===== src/logic/amp_supervisor_map.svh =====
// Offsets, field positions, reset values and timing counts.
// Assumes a 100 MHz ref_clk; included by the supervisor, its clock checker and the bench.
`ifndef AMP_SUPERVISOR_MAP_SVH
`define AMP_SUPERVISOR_MAP_SVH
`define OFS_ERROR_STATUS    8'h02
`define OFS_SYSTEM_MODE     8'h05
`define OFS_VOLUME_UNMUTE   8'h0e
`define OFS_PWM_SHUTDOWN    8'h19
`define OFS_RETRY_DELAY     8'h1c
`define OFS_POLARITY        8'h20
`define OFS_OUTPUT_MUX      8'h25
`define BIT_MIDZ_RAMP       7
`define BIT_MODE_2P1        2
`define BIT_SOFT_UNMUTE     0
`define POL_LSB             24
`define ERR_OC              0
`define ERR_OT              1
`define ERR_UV              2
`define ERR_CLK             3
`define RST_REG8            8'h00
`define RST_REG32           32'h0000_0000
`define MUX_PARALLEL        32'h0110_3245
`define ADDR_STRAP_HIGH     7'h1b
`define ADDR_STRAP_LOW      7'h1a
`define MOD_MAX_938         24'h781061
`define MOD_MAX_992         24'h7ef9da
`define CLK_PERIOD_NS       10
`define OC_PERSIST_NS       200
`define OC_PERSIST_CYC      ((`OC_PERSIST_NS + `CLK_PERIOD_NS - 1) / `CLK_PERIOD_NS)
`define RETRY_UNIT_US       10
`define RETRY_UNIT_CYC      ((`RETRY_UNIT_US * 1000) / `CLK_PERIOD_NS)
`define MCLK_TIMEOUT_NS     1000
`define MCLK_TIMEOUT_CYC    (`MCLK_TIMEOUT_NS / `CLK_PERIOD_NS)
`define FRAME_TIMEOUT_US    150
`define FRAME_TIMEOUT_CYC   ((`FRAME_TIMEOUT_US * 1000) / `CLK_PERIOD_NS)
`define RAMP_STEP_US        100
`define RAMP_STEP_CYC       ((`RAMP_STEP_US * 1000) / `CLK_PERIOD_NS)
`define GOOD_FRAMES         4
`define SAMPLE_BITS         24
`endif


===== src/logic/amp_supervisor_pkg.sv =====
// Types shared by the supervisor, its clock checker and its buffer.
// Assumes the map header sits beside it.
package amp_supervisor_pkg;
  typedef enum logic [0:0] {OC_RUN = 1'b0, OC_HOLD = 1'b1} oc_state_e;
  typedef enum logic [1:0] {
    CLK_OK   = 2'b00,
    CLK_MUTE = 2'b01,
    CLK_RAMP = 2'b11
  } clk_state_e;
  typedef struct packed {
    logic [1:0]  chan;
    logic        dc_block;
    logic        deemph;
    logic [23:0] data;
  } pcm_word_s;
  typedef struct packed {
    logic master_clock;
    logic bit_clock;
    logic frame_clock;
    logic serial_data;
  } audio_pins_s;
  typedef struct packed {
    logic [3:0] oc_detect;
    logic       overtemp_trip;
    logic       overtemp_release;
    logic       analog_uv;
    logic [1:0] stage_uv;
    logic       analog_por_ok;
    logic       stage_por_ok;
  } fault_sense_s;
  typedef struct packed {
    audio_pins_s  audio;
    fault_sense_s sense;
    logic         addr_pin;
  } pins_s;
endpackage


===== src/logic/amp_supervisor.sv =====
// Protection, clock supervision, sample capture and output mode control.
// Assumes pin inputs are asynchronous; the register port is on ref_clk.
`timescale 1ns/1ns
`include "amp_supervisor_map.svh"
module amp_supervisor
  import amp_supervisor_pkg::*;
#(
  parameter int unsigned FRAME_TIMEOUT = `FRAME_TIMEOUT_CYC,
  parameter int unsigned RAMP_STEP     = `RAMP_STEP_CYC
) (
  // Clock and reset
  input  wire logic         ref_clk,
  input  wire logic         sys_rst,
  // Audio pins and analog fault sensors
  input  wire audio_pins_s  audio_in,
  input  wire fault_sense_s sense_in,
  // Address strap and fault pin
  input  wire logic         addr_fault_pin_i,
  output logic              addr_fault_pin_o,
  output logic              addr_fault_pin_oe,
  output logic [6:0]        bus_addr,
  // Register port
  input  wire logic [7:0]   reg_addr,
  input  wire logic         reg_wr_en,
  input  wire logic [31:0]  reg_wdata,
  input  wire logic         reg_rd_en,
  output logic [31:0]       reg_rdata,
  // Static configuration
  input  wire logic [2:0]   dc_block_en,
  input  wire logic [2:0]   deemph_en,
  input  wire logic         mod_limit_high,
  // Power stage and clock control
  output logic [3:0]        stage_hiz,
  output logic              operational,
  output logic              core_clk_from_osc,
  output logic              pll_reduced,
  output logic [1:0]        bclk_ratio,
  output logic              audio_muted,
  output logic              midz_ramp_en,
  output logic              mode_2p1,
  output logic              parallel_bridge_mode,
  output logic [7:0]        pwm_shutdown,
  output logic [31:0]       output_mux,
  // PCM stream to the modulators
  output logic              pcm_valid,
  output pcm_word_s         pcm_word,
  input  wire logic         pcm_ready
);
  typedef struct packed {
    pins_s       sync0;
    pins_s       sync1;
    logic        por_ok;
    logic        strap_done;
    logic        strap;
    oc_state_e   oc_state;
    logic [7:0]  oc_cnt;
    logic [15:0] unit_cnt;
    logic [7:0]  retry_cnt;
    logic        thermal_sd;
    logic [3:0]  hiz;
    logic        fault_low;
    logic [3:0]  err;
    logic [7:0]  mode;
    logic [7:0]  vol;
    logic [7:0]  shut;
    logic [7:0]  retry;
    logic [31:0] pol;
    logic [31:0] mux;
    logic [31:0] rdata;
    clk_state_e  clk_state;
    logic [2:0]  atten;
    logic [15:0] step_cnt;
    logic        use_osc;
    logic        pll_red;
    logic        muted;
    logic [1:0]  ratio;
    logic        bclk_prev;
    logic        lr_prev;
    logic [23:0] shift;
    logic [5:0]  bit_cnt;
    logic [23:0] left;
    logic        st_valid;
    pcm_word_s   st;
    logic        sub_pend;
    logic [23:0] sub_data;
  } top_s;
  top_s s_q, s_d;

  logic       chk_bad;
  logic       chk_mbad;
  logic       chk_stable;
  logic [1:0] chk_ratio;
  logic       buf_ready;

  ////////////////////////////////////////////////////////////////////////
  // Sample conditioning: invert, limit, attenuate, mute
  function automatic logic [23:0] condition(input logic [23:0] x, input logic [1:0] ch,
                                            input top_s s, input logic hi_lim);
    logic [23:0] lim;
    logic [23:0] v;
    lim = hi_lim ? `MOD_MAX_992 : `MOD_MAX_938;
    v   = s.pol[`POL_LSB + ch] ? 24'(-x) : x;
    if (!v[23] && v > lim) begin
      v = lim;
    end else if (v[23] && v < 24'(-lim)) begin
      v = 24'(-lim);
    end
    v = 24'($signed(v) >>> s.atten);
    return s.muted ? 24'h000000 : v;
  endfunction

  ////////////////////////////////////////////////////////////////////////
  always_comb begin
    logic        oc_any;
    logic        uv_any;
    logic        bclk_rise;
    logic        lr_edge;
    logic [23:0] word;
    logic        new_v;
    pcm_word_s   new_w;
    oc_any    = 1'b0;
    uv_any    = 1'b0;
    bclk_rise = 1'b0;
    lr_edge   = 1'b0;
    word      = 24'h000000;
    new_v     = 1'b0;
    new_w     = '0;
    s_d       = s_q;
    s_d.sync0 = {audio_in, sense_in, addr_fault_pin_i};
    s_d.sync1 = s_q.sync0;

    // Power-on gating and address strap
    s_d.por_ok = s_q.sync1.sense.analog_por_ok & s_q.sync1.sense.stage_por_ok;
    if (s_q.por_ok && !s_q.strap_done) begin
      s_d.strap      = s_q.sync1.addr_pin;
      s_d.strap_done = 1'b1;
    end

    // Overcurrent: any switch counts, persistence then latched retry
    oc_any = |s_q.sync1.sense.oc_detect;
    unique case (s_q.oc_state)
      OC_RUN: begin
        s_d.oc_cnt = oc_any ? s_q.oc_cnt + 8'h01 : 8'h00;
        if (oc_any && s_q.oc_cnt == 8'(`OC_PERSIST_CYC - 1)) begin
          s_d.oc_state  = OC_HOLD;
          s_d.unit_cnt  = 16'h0000;
          s_d.retry_cnt = 8'h00;
        end
      end
      OC_HOLD: begin
        s_d.oc_cnt = 8'h00;
        if (s_q.retry_cnt == s_q.retry) begin
          s_d.oc_state = OC_RUN;
        end else if (s_q.unit_cnt == 16'(`RETRY_UNIT_CYC - 1)) begin
          s_d.unit_cnt  = 16'h0000;
          s_d.retry_cnt = s_q.retry_cnt + 8'h01;
        end else begin
          s_d.unit_cnt = s_q.unit_cnt + 16'h0001;
        end
      end
    endcase

    // Thermal shutdown with hysteresis from the two comparators
    if (s_q.sync1.sense.overtemp_trip) begin
      s_d.thermal_sd = 1'b1;
    end else if (s_q.sync1.sense.overtemp_release) begin
      s_d.thermal_sd = 1'b0;
    end

    uv_any = s_q.sync1.sense.analog_uv | (|s_q.sync1.sense.stage_uv);
    // All four half-bridges always go together
    s_d.hiz = {4{~s_q.por_ok | (s_q.oc_state == OC_HOLD) | s_q.thermal_sd | uv_any}};

    // Register port; a write to status clears bits written as zero
    s_d.rdata = s_q.rdata;
    if (reg_wr_en) begin
      unique case (reg_addr)
        `OFS_ERROR_STATUS:  s_d.err   = s_q.err & reg_wdata[3:0];
        `OFS_SYSTEM_MODE:   s_d.mode  = reg_wdata[7:0];
        `OFS_VOLUME_UNMUTE: s_d.vol   = reg_wdata[7:0];
        `OFS_PWM_SHUTDOWN:  s_d.shut  = reg_wdata[7:0];
        `OFS_RETRY_DELAY:   s_d.retry = reg_wdata[7:0];
        `OFS_POLARITY:      s_d.pol   = reg_wdata;
        `OFS_OUTPUT_MUX:    s_d.mux   = reg_wdata;
        default: ;
      endcase
    end
    if (reg_rd_en) begin
      unique case (reg_addr)
        `OFS_ERROR_STATUS:  s_d.rdata = {28'h0000000, s_q.err};
        `OFS_SYSTEM_MODE:   s_d.rdata = {24'h000000, s_q.mode};
        `OFS_VOLUME_UNMUTE: s_d.rdata = {24'h000000, s_q.vol};
        `OFS_PWM_SHUTDOWN:  s_d.rdata = {24'h000000, s_q.shut};
        `OFS_RETRY_DELAY:   s_d.rdata = {24'h000000, s_q.retry};
        `OFS_POLARITY:      s_d.rdata = s_q.pol;
        `OFS_OUTPUT_MUX:    s_d.rdata = s_q.mux;
        default:            s_d.rdata = 32'h0000_0000;
      endcase
    end

    // Clock supervision and recovery
    s_d.use_osc = chk_mbad;
    unique case (s_q.clk_state)
      CLK_OK: begin
        if (chk_bad || (s_q.ratio != chk_ratio)) begin
          s_d.clk_state = CLK_MUTE;
          s_d.muted     = 1'b1;
          s_d.pll_red   = 1'b1;
        end
      end
      CLK_MUTE: begin
        if (chk_stable) begin
          s_d.ratio   = chk_ratio;
          s_d.muted   = 1'b0;
          s_d.pll_red = 1'b0;
          if (s_q.vol[`BIT_SOFT_UNMUTE]) begin
            s_d.clk_state = CLK_RAMP;
            s_d.atten     = 3'd7;
            s_d.step_cnt  = 16'h0000;
          end else begin
            s_d.clk_state = CLK_OK;
            s_d.atten     = 3'd0;
          end
        end
      end
      CLK_RAMP: begin
        if (chk_bad) begin
          s_d.clk_state = CLK_MUTE;
          s_d.muted     = 1'b1;
          s_d.pll_red   = 1'b1;
        end else if (s_q.step_cnt == 16'(RAMP_STEP - 1)) begin
          s_d.step_cnt = 16'h0000;
          s_d.atten    = s_q.atten - 3'd1;
          if (s_q.atten == 3'd1) begin
            s_d.clk_state = CLK_OK;
          end
        end else begin
          s_d.step_cnt = s_q.step_cnt + 16'h0001;
        end
      end
      default: begin
        s_d.clk_state = CLK_MUTE;
        s_d.muted     = 1'b1;
      end
    endcase

    // Sticky status; a live event wins over a clear in the same cycle
    s_d.err[`ERR_OC]  = s_d.err[`ERR_OC] | (s_q.oc_state == OC_HOLD);
    s_d.err[`ERR_OT]  = s_d.err[`ERR_OT] | s_q.thermal_sd;
    s_d.err[`ERR_UV]  = s_d.err[`ERR_UV] | uv_any;
    s_d.err[`ERR_CLK] = s_d.err[`ERR_CLK] | (s_q.clk_state != CLK_OK);
    s_d.fault_low = s_q.strap_done & (|s_d.err[2:0]);

    // Serial capture, first 24 bits after each frame clock edge
    s_d.bclk_prev = s_q.sync1.audio.bit_clock;
    s_d.lr_prev   = s_q.sync1.audio.frame_clock;
    bclk_rise     = s_q.sync1.audio.bit_clock & ~s_q.bclk_prev;
    lr_edge       = s_q.sync1.audio.frame_clock ^ s_q.lr_prev;
    if (lr_edge) begin
      s_d.bit_cnt = 6'd0;
    end else if (bclk_rise && s_q.bit_cnt != 6'(`SAMPLE_BITS)) begin
      word        = {s_q.shift[22:0], s_q.sync1.audio.serial_data};
      s_d.shift   = word;
      s_d.bit_cnt = s_q.bit_cnt + 6'd1;
      if (s_q.bit_cnt == 6'(`SAMPLE_BITS - 1)) begin
        new_v = 1'b1;
        if (!s_q.sync1.audio.frame_clock) begin
          s_d.left   = word;
          new_w.chan = 2'd0;
        end else begin
          new_w.chan = 2'd1;
          if (s_q.mode[`BIT_MODE_2P1]) begin
            s_d.sub_pend = 1'b1;
            s_d.sub_data = 24'(($signed({s_q.left[23], s_q.left})
                               + $signed({word[23], word})) >>> 1);
          end
        end
        new_w.data = condition(word, new_w.chan, s_q, mod_limit_high);
      end
    end
    new_w.dc_block = dc_block_en[new_w.chan];
    new_w.deemph   = deemph_en[new_w.chan];

    // Staging into the buffer; the sub word follows the right word
    if (s_q.st_valid && buf_ready) begin
      s_d.st_valid = 1'b0;
    end
    if (!s_d.st_valid) begin
      if (new_v) begin
        s_d.st_valid = 1'b1;
        s_d.st       = new_w;
      end else if (s_q.sub_pend) begin
        s_d.st_valid    = 1'b1;
        s_d.sub_pend    = 1'b0;
        s_d.st.chan     = 2'd2;
        s_d.st.dc_block = dc_block_en[2];
        s_d.st.deemph   = deemph_en[2];
        s_d.st.data     = condition(s_q.sub_data, 2'd2, s_q, mod_limit_high);
      end
    end
  end

  ////////////////////////////////////////////////////////////////////////
  always_ff @(posedge ref_clk or posedge sys_rst) begin
    if (sys_rst) begin
      s_q           <= '0;
      s_q.mode      <= `RST_REG8;
      s_q.vol       <= `RST_REG8;
      s_q.shut      <= `RST_REG8;
      s_q.retry     <= `RST_REG8;
      s_q.pol       <= `RST_REG32;
      s_q.mux       <= `RST_REG32;
      s_q.hiz       <= 4'hf;
      s_q.clk_state <= CLK_MUTE;
      s_q.muted     <= 1'b1;
      s_q.pll_red   <= 1'b1;
      s_q.use_osc   <= 1'b1;
    end else begin
      s_q <= s_d;
    end
  end

  clock_checker #(
    .FRAME_TIMEOUT (FRAME_TIMEOUT)
  ) u_clock_checker (
    .ref_clk   (ref_clk),
    .sys_rst   (sys_rst),
    .mclk_lvl  (s_q.sync1.audio.master_clock),
    .bclk_lvl  (s_q.sync1.audio.bit_clock),
    .lrclk_lvl (s_q.sync1.audio.frame_clock),
    .clk_bad   (chk_bad),
    .mclk_bad  (chk_mbad),
    .stable    (chk_stable),
    .ratio     (chk_ratio)
  );

  // Samples are many cycles apart, so two entries ride out receiver stalls
  pcm_buffer u_pcm_buffer (
    .ref_clk   (ref_clk),
    .sys_rst   (sys_rst),
    .in_valid  (s_q.st_valid),
    .in_data   (s_q.st),
    .in_ready  (buf_ready),
    .out_valid (pcm_valid),
    .out_data  (pcm_word),
    .out_ready (pcm_ready)
  );

  // Open-drain style: the pin is only ever pulled low
  assign addr_fault_pin_o     = 1'b0;
  assign addr_fault_pin_oe    = s_q.fault_low;
  assign bus_addr             = s_q.strap ? `ADDR_STRAP_HIGH : `ADDR_STRAP_LOW;
  assign reg_rdata            = s_q.rdata;
  assign stage_hiz            = s_q.hiz;
  assign operational          = s_q.por_ok;
  assign core_clk_from_osc    = s_q.use_osc;
  assign pll_reduced          = s_q.pll_red;
  assign bclk_ratio           = s_q.ratio;
  assign audio_muted          = s_q.muted;
  assign midz_ramp_en         = s_q.mode[`BIT_MIDZ_RAMP];
  assign mode_2p1             = s_q.mode[`BIT_MODE_2P1];
  assign parallel_bridge_mode = (s_q.mux == `MUX_PARALLEL);
  assign pwm_shutdown         = s_q.shut;
  assign output_mux           = s_q.mux;
endmodule


===== src/logic/clock_checker.sv =====
// Checks master, bit and frame clocks against the oscillator clock.
// Assumes its inputs are already synchronised to ref_clk.
`timescale 1ns/1ns
`include "amp_supervisor_map.svh"
module clock_checker
  import amp_supervisor_pkg::*;
#(
  parameter int unsigned FRAME_TIMEOUT = `FRAME_TIMEOUT_CYC
) (
  // Clock and reset
  input  wire logic       ref_clk,
  input  wire logic       sys_rst,
  // Synchronised clock levels
  input  wire logic       mclk_lvl,
  input  wire logic       bclk_lvl,
  input  wire logic       lrclk_lvl,
  // Results
  output logic            clk_bad,
  output logic            mclk_bad,
  output logic            stable,
  output logic [1:0]      ratio
);
  typedef struct packed {
    logic        mclk_prev;
    logic        bclk_prev;
    logic        lr_prev;
    logic [7:0]  mclk_cnt;
    logic [7:0]  bclk_cnt;
    logic [15:0] frame_cnt;
    logic [2:0]  good_cnt;
    logic        bad;
    logic        mbad;
    logic [1:0]  ratio;
  } chk_s;
  chk_s s_q, s_d;

  always_comb begin
    s_d           = s_q;
    s_d.mclk_prev = mclk_lvl;
    s_d.bclk_prev = bclk_lvl;
    s_d.lr_prev   = lrclk_lvl;
    // Missing master clock hands the core clock to the oscillator
    if (mclk_lvl & ~s_q.mclk_prev) begin
      s_d.mclk_cnt = 8'h00;
      s_d.mbad     = 1'b0;
    end else if (s_q.mclk_cnt == 8'(`MCLK_TIMEOUT_CYC - 1)) begin
      s_d.mbad = 1'b1;
    end else begin
      s_d.mclk_cnt = s_q.mclk_cnt + 8'h01;
    end
    if (bclk_lvl & ~s_q.bclk_prev && s_q.bclk_cnt != 8'hff) begin
      s_d.bclk_cnt = s_q.bclk_cnt + 8'h01;
    end
    if (lrclk_lvl & ~s_q.lr_prev) begin
      s_d.bclk_cnt  = 8'h00;
      s_d.frame_cnt = 16'h0000;
      unique case (s_q.bclk_cnt)
        8'd32: s_d.ratio = 2'd1;
        8'd48: s_d.ratio = 2'd2;
        8'd64: s_d.ratio = 2'd3;
        default: s_d.ratio = 2'd0;
      endcase
      s_d.bad = (s_d.ratio == 2'd0);
      if (s_d.bad) begin
        s_d.good_cnt = 3'd0;
      end else if (s_q.good_cnt != 3'(`GOOD_FRAMES)) begin
        s_d.good_cnt = s_q.good_cnt + 3'd1;
      end
    end else if (s_q.frame_cnt == 16'(FRAME_TIMEOUT - 1)) begin
      s_d.bad      = 1'b1;
      s_d.good_cnt = 3'd0;
    end else begin
      s_d.frame_cnt = s_q.frame_cnt + 16'h0001;
    end
  end

  always_ff @(posedge ref_clk or posedge sys_rst) begin
    if (sys_rst) begin
      s_q <= '0;
    end else begin
      s_q <= s_d;
    end
  end

  assign clk_bad  = s_q.bad;
  assign mclk_bad = s_q.mbad;
  assign stable   = (s_q.good_cnt == 3'(`GOOD_FRAMES)) & ~s_q.bad;
  assign ratio    = s_q.ratio;
endmodule


===== src/logic/pcm_buffer.sv =====
// Two-entry buffer for PCM words, valid/ready on both sides.
// Assumes one clock; the head entry is the registered output.
`timescale 1ns/1ns
module pcm_buffer
  import amp_supervisor_pkg::*;
(
  // Clock and reset
  input  wire logic      ref_clk,
  input  wire logic      sys_rst,
  // Fill side
  input  wire logic      in_valid,
  input  wire pcm_word_s in_data,
  output logic           in_ready,
  // Drain side
  output logic           out_valid,
  output pcm_word_s      out_data,
  input  wire logic      out_ready
);
  typedef struct packed {
    logic      head_v;
    pcm_word_s head;
    logic      tail_v;
    pcm_word_s tail;
  } buf_s;
  buf_s s_q, s_d;

  always_comb begin
    logic pop;
    logic push;
    pop  = s_q.head_v & out_ready;
    push = in_valid & ~s_q.tail_v;
    s_d  = s_q;
    if (pop) begin
      s_d.head_v = s_q.tail_v;
      s_d.head   = s_q.tail;
      s_d.tail_v = 1'b0;
    end
    if (push) begin
      if (!s_d.head_v) begin
        s_d.head_v = 1'b1;
        s_d.head   = in_data;
      end else begin
        s_d.tail_v = 1'b1;
        s_d.tail   = in_data;
      end
    end
  end

  always_ff @(posedge ref_clk or posedge sys_rst) begin
    if (sys_rst) begin
      s_q <= '0;
    end else begin
      s_q <= s_d;
    end
  end

  // Ready drops only when both entries hold words
  assign in_ready  = ~s_q.tail_v;
  assign out_valid = s_q.head_v;
  assign out_data  = s_q.head;
endmodule


===== config.mk =====
export PLATFORM = sky130hd
export DESIGN_NAME = amp_supervisor
export DESIGN_NICKNAME = d
export VERILOG_FILES = /design/src/logic/amp_supervisor_pkg.sv /design/src/logic/amp_supervisor.sv /design/src/logic/clock_checker.sv /design/src/logic/pcm_buffer.sv
export VERILOG_INCLUDE_DIRS = /design/src /design/src/logic
export SDC_FILE = /design/constraint.sdc
export NUM_CORES = 1
export LEC_CHECK = 0
export BUFFER_PORTS_ARGS = -buffer_cell sky130_fd_sc_hd__buf_4
export CAP_MARGIN = 5
export CORE_UTILIZATION = 42
export CTS_BUF_LIST = sky130_fd_sc_hd__clkbuf_4 sky130_fd_sc_hd__clkbuf_8
export DETAILED_ROUTE_END_ITERATION = 6
export SYNTH_ARGS = -nofsm -noshare
export SYNTH_HDL_FRONTEND = slang
export SYNTH_SLANG_ARGS = --single-unit

===== constraint.sdc =====
create_clock -name ref_clk -period 13.5 [get_ports ref_clk]
set_input_delay 0.675 -clock ref_clk [delete_from_list [all_inputs] [get_ports ref_clk]]
set_output_delay 0.675 -clock ref_clk [all_outputs]
set_load 0.05 [all_outputs]

# Word level (Yosys, flattened, before mapping)
# Cells that the tools add are included.
# Widths: inputs -> output; s select.
# totals
n_memories	0
out_inout_bits	123
ramBits	0
latchBits	0
word_cells	318
rom_bits	0
register_bits	436
# op_classes
muxes	101
shifts	2
reduce_logical	47
n_addsub	15
n_lt_le_gt_ge	6
mul	0
div_mod_pow	0
n_eq_ne	40
n_bitwise	28
# op_table
op	n
$mux 24	21
$pmux 32 s7	1
$mux 25	5
$mux 30	4
$mux 100	1
$mux 8	10
$pmux 33 s2	1
$mux 16	4
$mux 32	2
$mux 29	2
$mux 58	1
$add 16x1->16 const B	3
$lt 24x24->1	2
$neg 24->24	2
$sshr 24x3->24	2
$mux 19	2
$pmux 19 s2	1
$add 8x1->8 const B	4
$eq 16x14->1 const B	2
$eq 32x25->1 const B	1
$eq 8x6->1 const B	4
$mux 28	1
$add 24x24->25	1
$eq 8x5->1 const B	3
other kinds (57)	159

# Longest topological paths before layout
# logic_depth
ltp_word	23
ltp_mapped	21
mapped_depth_nobuf	19

# Modules after synthesis
# From an unflattened synthesis, not the netlist that was laid out.
# unflattened
hier_cells	2512
hier_area_um2	25259.2
# by_module_without_submodules
module	cells_per_inst	seq_area_each_um2	instances	area_each_um2
amp_supervisor	2103	8464.4	1	20395.8
pcm_buffer	189	1451.4	1	2718.9
clock_checker	220	1051.0	1	2144.6

# Worst setup path before layout
# OpenSTA, ideal clock, no wires.
# synth_timing
path_type	in2reg
startpoint	input port mod_limit_high
endpoint	register s_q[25] (netlist name)
path_slack_ps	8331
t_required_ps	13374
setup_time_ps	126
path_buffers	3
t_arrival_ps	5043
cell_stages	16
cell_sequence	clkbuf_1 clkinv_1 clkbuf_1 ha_1 inv_1 a211oi_1 or4b_1 nand3_1 o2111ai_2 or2_1 buf_6 a41o_1 a2111oi_4 nor2_1 or3_1 o32a_1
# synth_between
elab_chain_cells	15
# synth_lines
item	line	source
start: declaration	amp_supervisor.sv:31	input wire logic mod_limit_high,
$mux 19 (no source line) (*)	-	
$neg 23->24	amp_supervisor.sv:105, amp_supervisor.sv:106	
$lt 24x24->1	amp_supervisor.sv:105	end else if (v[23] && v < 24'(-lim)) begin
$logic_and 1x1->1	amp_supervisor.sv:105	
$mux 24	amp_supervisor.sv:105	
$mux 24	amp_supervisor.sv:103	if (!v[23] && v > lim) begin
$mux 24	amp_supervisor.sv:265	if (s_q.bit_cnt == 6'(`SAMPLE_BITS - 1)) begin
$mux 24	amp_supervisor.sv:261	end else if (bclk_rise && s_q.bit_cnt != 6'(`SAMPLE_BITS)) begin
$mux 24	amp_supervisor.sv:259	if (lr_edge) begin
$sshr 24x3->24	amp_supervisor.sv:108	v = 24'($signed(v) >>> s.atten);
$mux 24	amp_supervisor.sv:109	return s.muted ? 24'h000000 : v;
$mux 24	amp_supervisor.sv:265	
$mux 24	amp_supervisor.sv:261	
$mux 24	amp_supervisor.sv:259	
$mux 29 (*)	amp_supervisor.sv:289	if (new_v) begin
end: declaration	amp_supervisor.sv:87	top_s s_q, s_d;
# Mark *: on every way between the ends. The rest lies on a longest branch, timed or not. The select of a mux whose other input is x is not followed.
# A chain may end at the register's enable or synchronous reset.

# Final worst setup path
# layout_timing
startpoint	register s_q[322] (netlist name)
endpoint	register s_q[37] (netlist name)
# layout_between
elab_chain_cells	15
# layout_lines
item	line	source
$neg 24->24	amp_supervisor.sv:102	v = s.pol[`POL_LSB + ch] ? 24'(-x) : x;
$mux 24 (*)	amp_supervisor.sv:102	
$lt 24x24->1	amp_supervisor.sv:105	
$logic_and 1x1->1	amp_supervisor.sv:105	
$mux 24	amp_supervisor.sv:105	
$mux 24 (*)	amp_supervisor.sv:103	
$mux 24 (*)	amp_supervisor.sv:265	
$mux 24 (*)	amp_supervisor.sv:261	
$mux 24 (*)	amp_supervisor.sv:259	
$sshr 24x3->24 (*)	amp_supervisor.sv:108	
$mux 24 (*)	amp_supervisor.sv:109	
$mux 24 (*)	amp_supervisor.sv:265	
$mux 24 (*)	amp_supervisor.sv:261	
$mux 24 (*)	amp_supervisor.sv:259	
$mux 29 (*)	amp_supervisor.sv:289	
# Marked as above.

==> run metrics <==
run status complete, but fails checks; failing checks design-rule violations; Arr. time, crit path 6.57 ns; RSZ-0062 raised after global routing no; I/O Pins 191; CTS Buf Count 77; top_reg_cell synth dfrtp_1; final hold vios 0; gr usage total 22.6%; sequential share of power 45.4%; final wirelength 69000 um; Resized Gates After CTS 0; top-area cell type share of the netlist area 42.8%; Worst Max-Slew Pin Slew 1.14 ns; # rows 89; CTS sink count 436; die height 247 um; crit-path max FO 22; Cells after Synth 2567; area grow syn2layout 11.8%; ranking of synthesized cells by area dfrtp_1 (43%), mux2_2 (7.9%), ha_1 (4.4%); Critical Path RT 14.01 ns; Clock power frac 40.6%; Period minus WS final 6.06 ns; FMAX 165 MHz; vias 19900; internal power 2.26 mW; layout cells sized above 1 21.6%; Critical Path Start Type register; H-tree depth 3; clk_lat worst skew 0.65 ns; Switching Share 28.5%; setup violators final 0; Hold WC Path Type in2reg; flop and latch count out of synthesis 436; Worst slew margin 23.6%; Util after Layout 47.7%; CTS root buf clkbuf_8; Worst VDD drop 62.4 uV; synth cell count leaders dfrtp_1 (431), nor2_1 (246), nand2_1 (184); ys async rst share 100%; DRC Markers 22; Setup TNS 0 ns; First DRT Iteration DRCs 1446; cell taking the most area after synthesis dfrtp_1; DIE WIDTH 247 um; Sw Pwr 900 uW; gpl congestion 0.935; Antenna Nets Post-Route 0; Critical Path End Type register; area of the mapped netlist 25200 um2; full die area 61000 um2; Setup Crit Path Kind reg2reg; setup bufs post-CTS 0; Lkg Pwr 13.3 nW; WL/cell 19.9 um; power per cell area 112 nW/um2; post-DP HPWL 50200 um; maximum clock path buffer count 3; most frequent cell after synthesis dfrtp_1; core region area 59100 um2; I/O Buffers 183; largest net degree at the start of global routing 157; syn_area_per_cell 9.82 um2; initial antenna violation count 2; GR Overflow Total 0; vias in the first global route 19300; clock skew 0.0371 ns; combinational power share 13.9%; Via density 5.74; Post-CTS Hold Buffers 0; Ys Warns 0; post-synthesis cell type count 97; Max-Cap Viols 0; TritonCTS clock tree done; first-pass GRT wire length 109000 um; Post-synth EDFFs 0; part of the Yosys area used for sequential elements 43.3%; Starting Density 42.6%; final net count 2795; CTS clk-pin slew, worst paths 0.07 ns; Final period util 44.9%; drt pass-1 iters 7; Final Max Slew Viols 0
-- path summary, 6_finish.rpt --
kind,cells after the start,end,slack [ns],startpoint
max,17,s_q[37]$_DFFE_PP0P_,7.44,s_q[322]$_DFF_PP0_
min,1,s_d[325]$_DFF_PP0_,0.14,audio_in[3]
max reg2reg,17,s_q[37]$_DFFE_PP0P_,7.44,s_q[322]$_DFF_PP0_
min reg2reg,0,s_q[322]$_DFF_PP0_,0.35,s_d[322]$_DFF_PP0_
max in group asynchronous,4,u_pcm_buffer.out_data[12]$_DFF_PP0_,10.96,sys_rst
min in group asynchronous,2,u_clock_checker.s_q[23]$_DFFE_PP0P_,0.21,sys_rst
-- placed cells by master, fill, tap and decap left out, types with 14 or more instances in the layout --
master and instances:
a21o_1 18, nand3_1 55, buf_4 217, o21ai_0 122, xor2_1 91, a31oi_1 38, clkbuf_4 23, nand4_1 36
a211oi_1 17, inv_1 93, o22ai_1 42, nor4_1 24, nor2_1 244, clkbuf_8 94, nand2_1 184, nand2b_1 18
ha_1 89, nor3_1 44, dfrtp_1 430, a22oi_1 29, and3_1 19, nor4b_1 14, xnor2_1 43, o211ai_1 18
mux2i_1 50, o31ai_1 27, mux2_2 176, a21oi_1 121, or3_1 24
-- power by group through the flow --
stage,Clock (mW),Combinational [mW],Sequential [mW]
2_1_floorplan,0,0.333,1.43
3_3_place_gp,0,0.434,1.45
3_5_place_dp,0,0.437,1.46
4_1_cts,1.32,0.440,1.43
5_1_grt,1.38,0.487,1.44
6_report,1.28,0.440,1.43
-- metal layers --
layer	track usage (%)	up-vias	part of all wire, %
li1	-	9384	-
met3	3.87	124	5.1
met2	35.3	527	46
met4	7.39	2	2.6
met1	31.7	9867	46
met5	0	-	0.019
-- flip-flops by register name, indices dropped and copies added, names as in the netlist, 2 cells and up --
name                   cells
bclk_ratio                 2
s_d                       18
output_mux                32
u_clock_checker.ratio      2
u_pcm_buffer.out_data     28
reg_rdata                 32
s_q                      236
u_clock_checker.s_q       38
u_pcm_buffer.s_q          29
pwm_shutdown               8
-- worst max-delay path, stage by stage (launching register included) --
cell and delay (ns):
dfrtp_1 0.47, inv_1 0.16, ha_1 0.26, nor4b_1 0.53, nand4_1 0.31, o41ai_1 0.37
xor2_1 0.24, inv_1 0.16, ha_1 0.36, nor2b_1 0.06, or4_1 0.42, or4_4 0.46
nor3_4 0.66, o21ai_1 0.18, a2111oi_2 0.77, o22ai_1 0.20, a211oi_1 0.21, a31oi_1 0.11
-- kinds of logic after synthesis --
group,count (synthesis),share of synthesized area [%]
AO/OA/AOI/OAI,595,16.1
XOR/XNOR,135,4.72
adder cells (fa/ha/maj),90,4.50
buffers and inverters,329,6.69
flip-flops,436,43.3
multiplexers,228,10.0
other,2,0.0298
AND/OR/NAND/NOR,752,14.6
-- metrics by stage --
step | std cells | area, um2 | power, mW | setup slack (ns) | hold slack, ns
floorplan | 2572 | 25200 | 1.76 | 0.688 | 0.331
global placement | 3331 | 26500 | 1.89 | 7.51 | 0.333
detailed placement | 3331 | 26500 | 1.89 | 7.53 | 0.335
CTS | 3465 | 28200 | 3.20 | 7.54 | 0.0779
global route | 3466 | 28200 | 3.31 | 7.14 | 0.0861
finish | 3466 | 28200 | 3.16 | 7.44 | 0.137
-- cell type report --
cell class	instances	area (um2)
Multi-Input combinational cell	1807	12600
Antenna cell	1	2.50
Tap cell	773	967
Sequential cell	436	10900
Clock buffer	117	1470
Timing Repair Buffer	218	1650
Inverter	97	372
Clock inverter	17	169
Fill cell	5530	30900
Note: power is estimated with default switching activity, not from simulation.
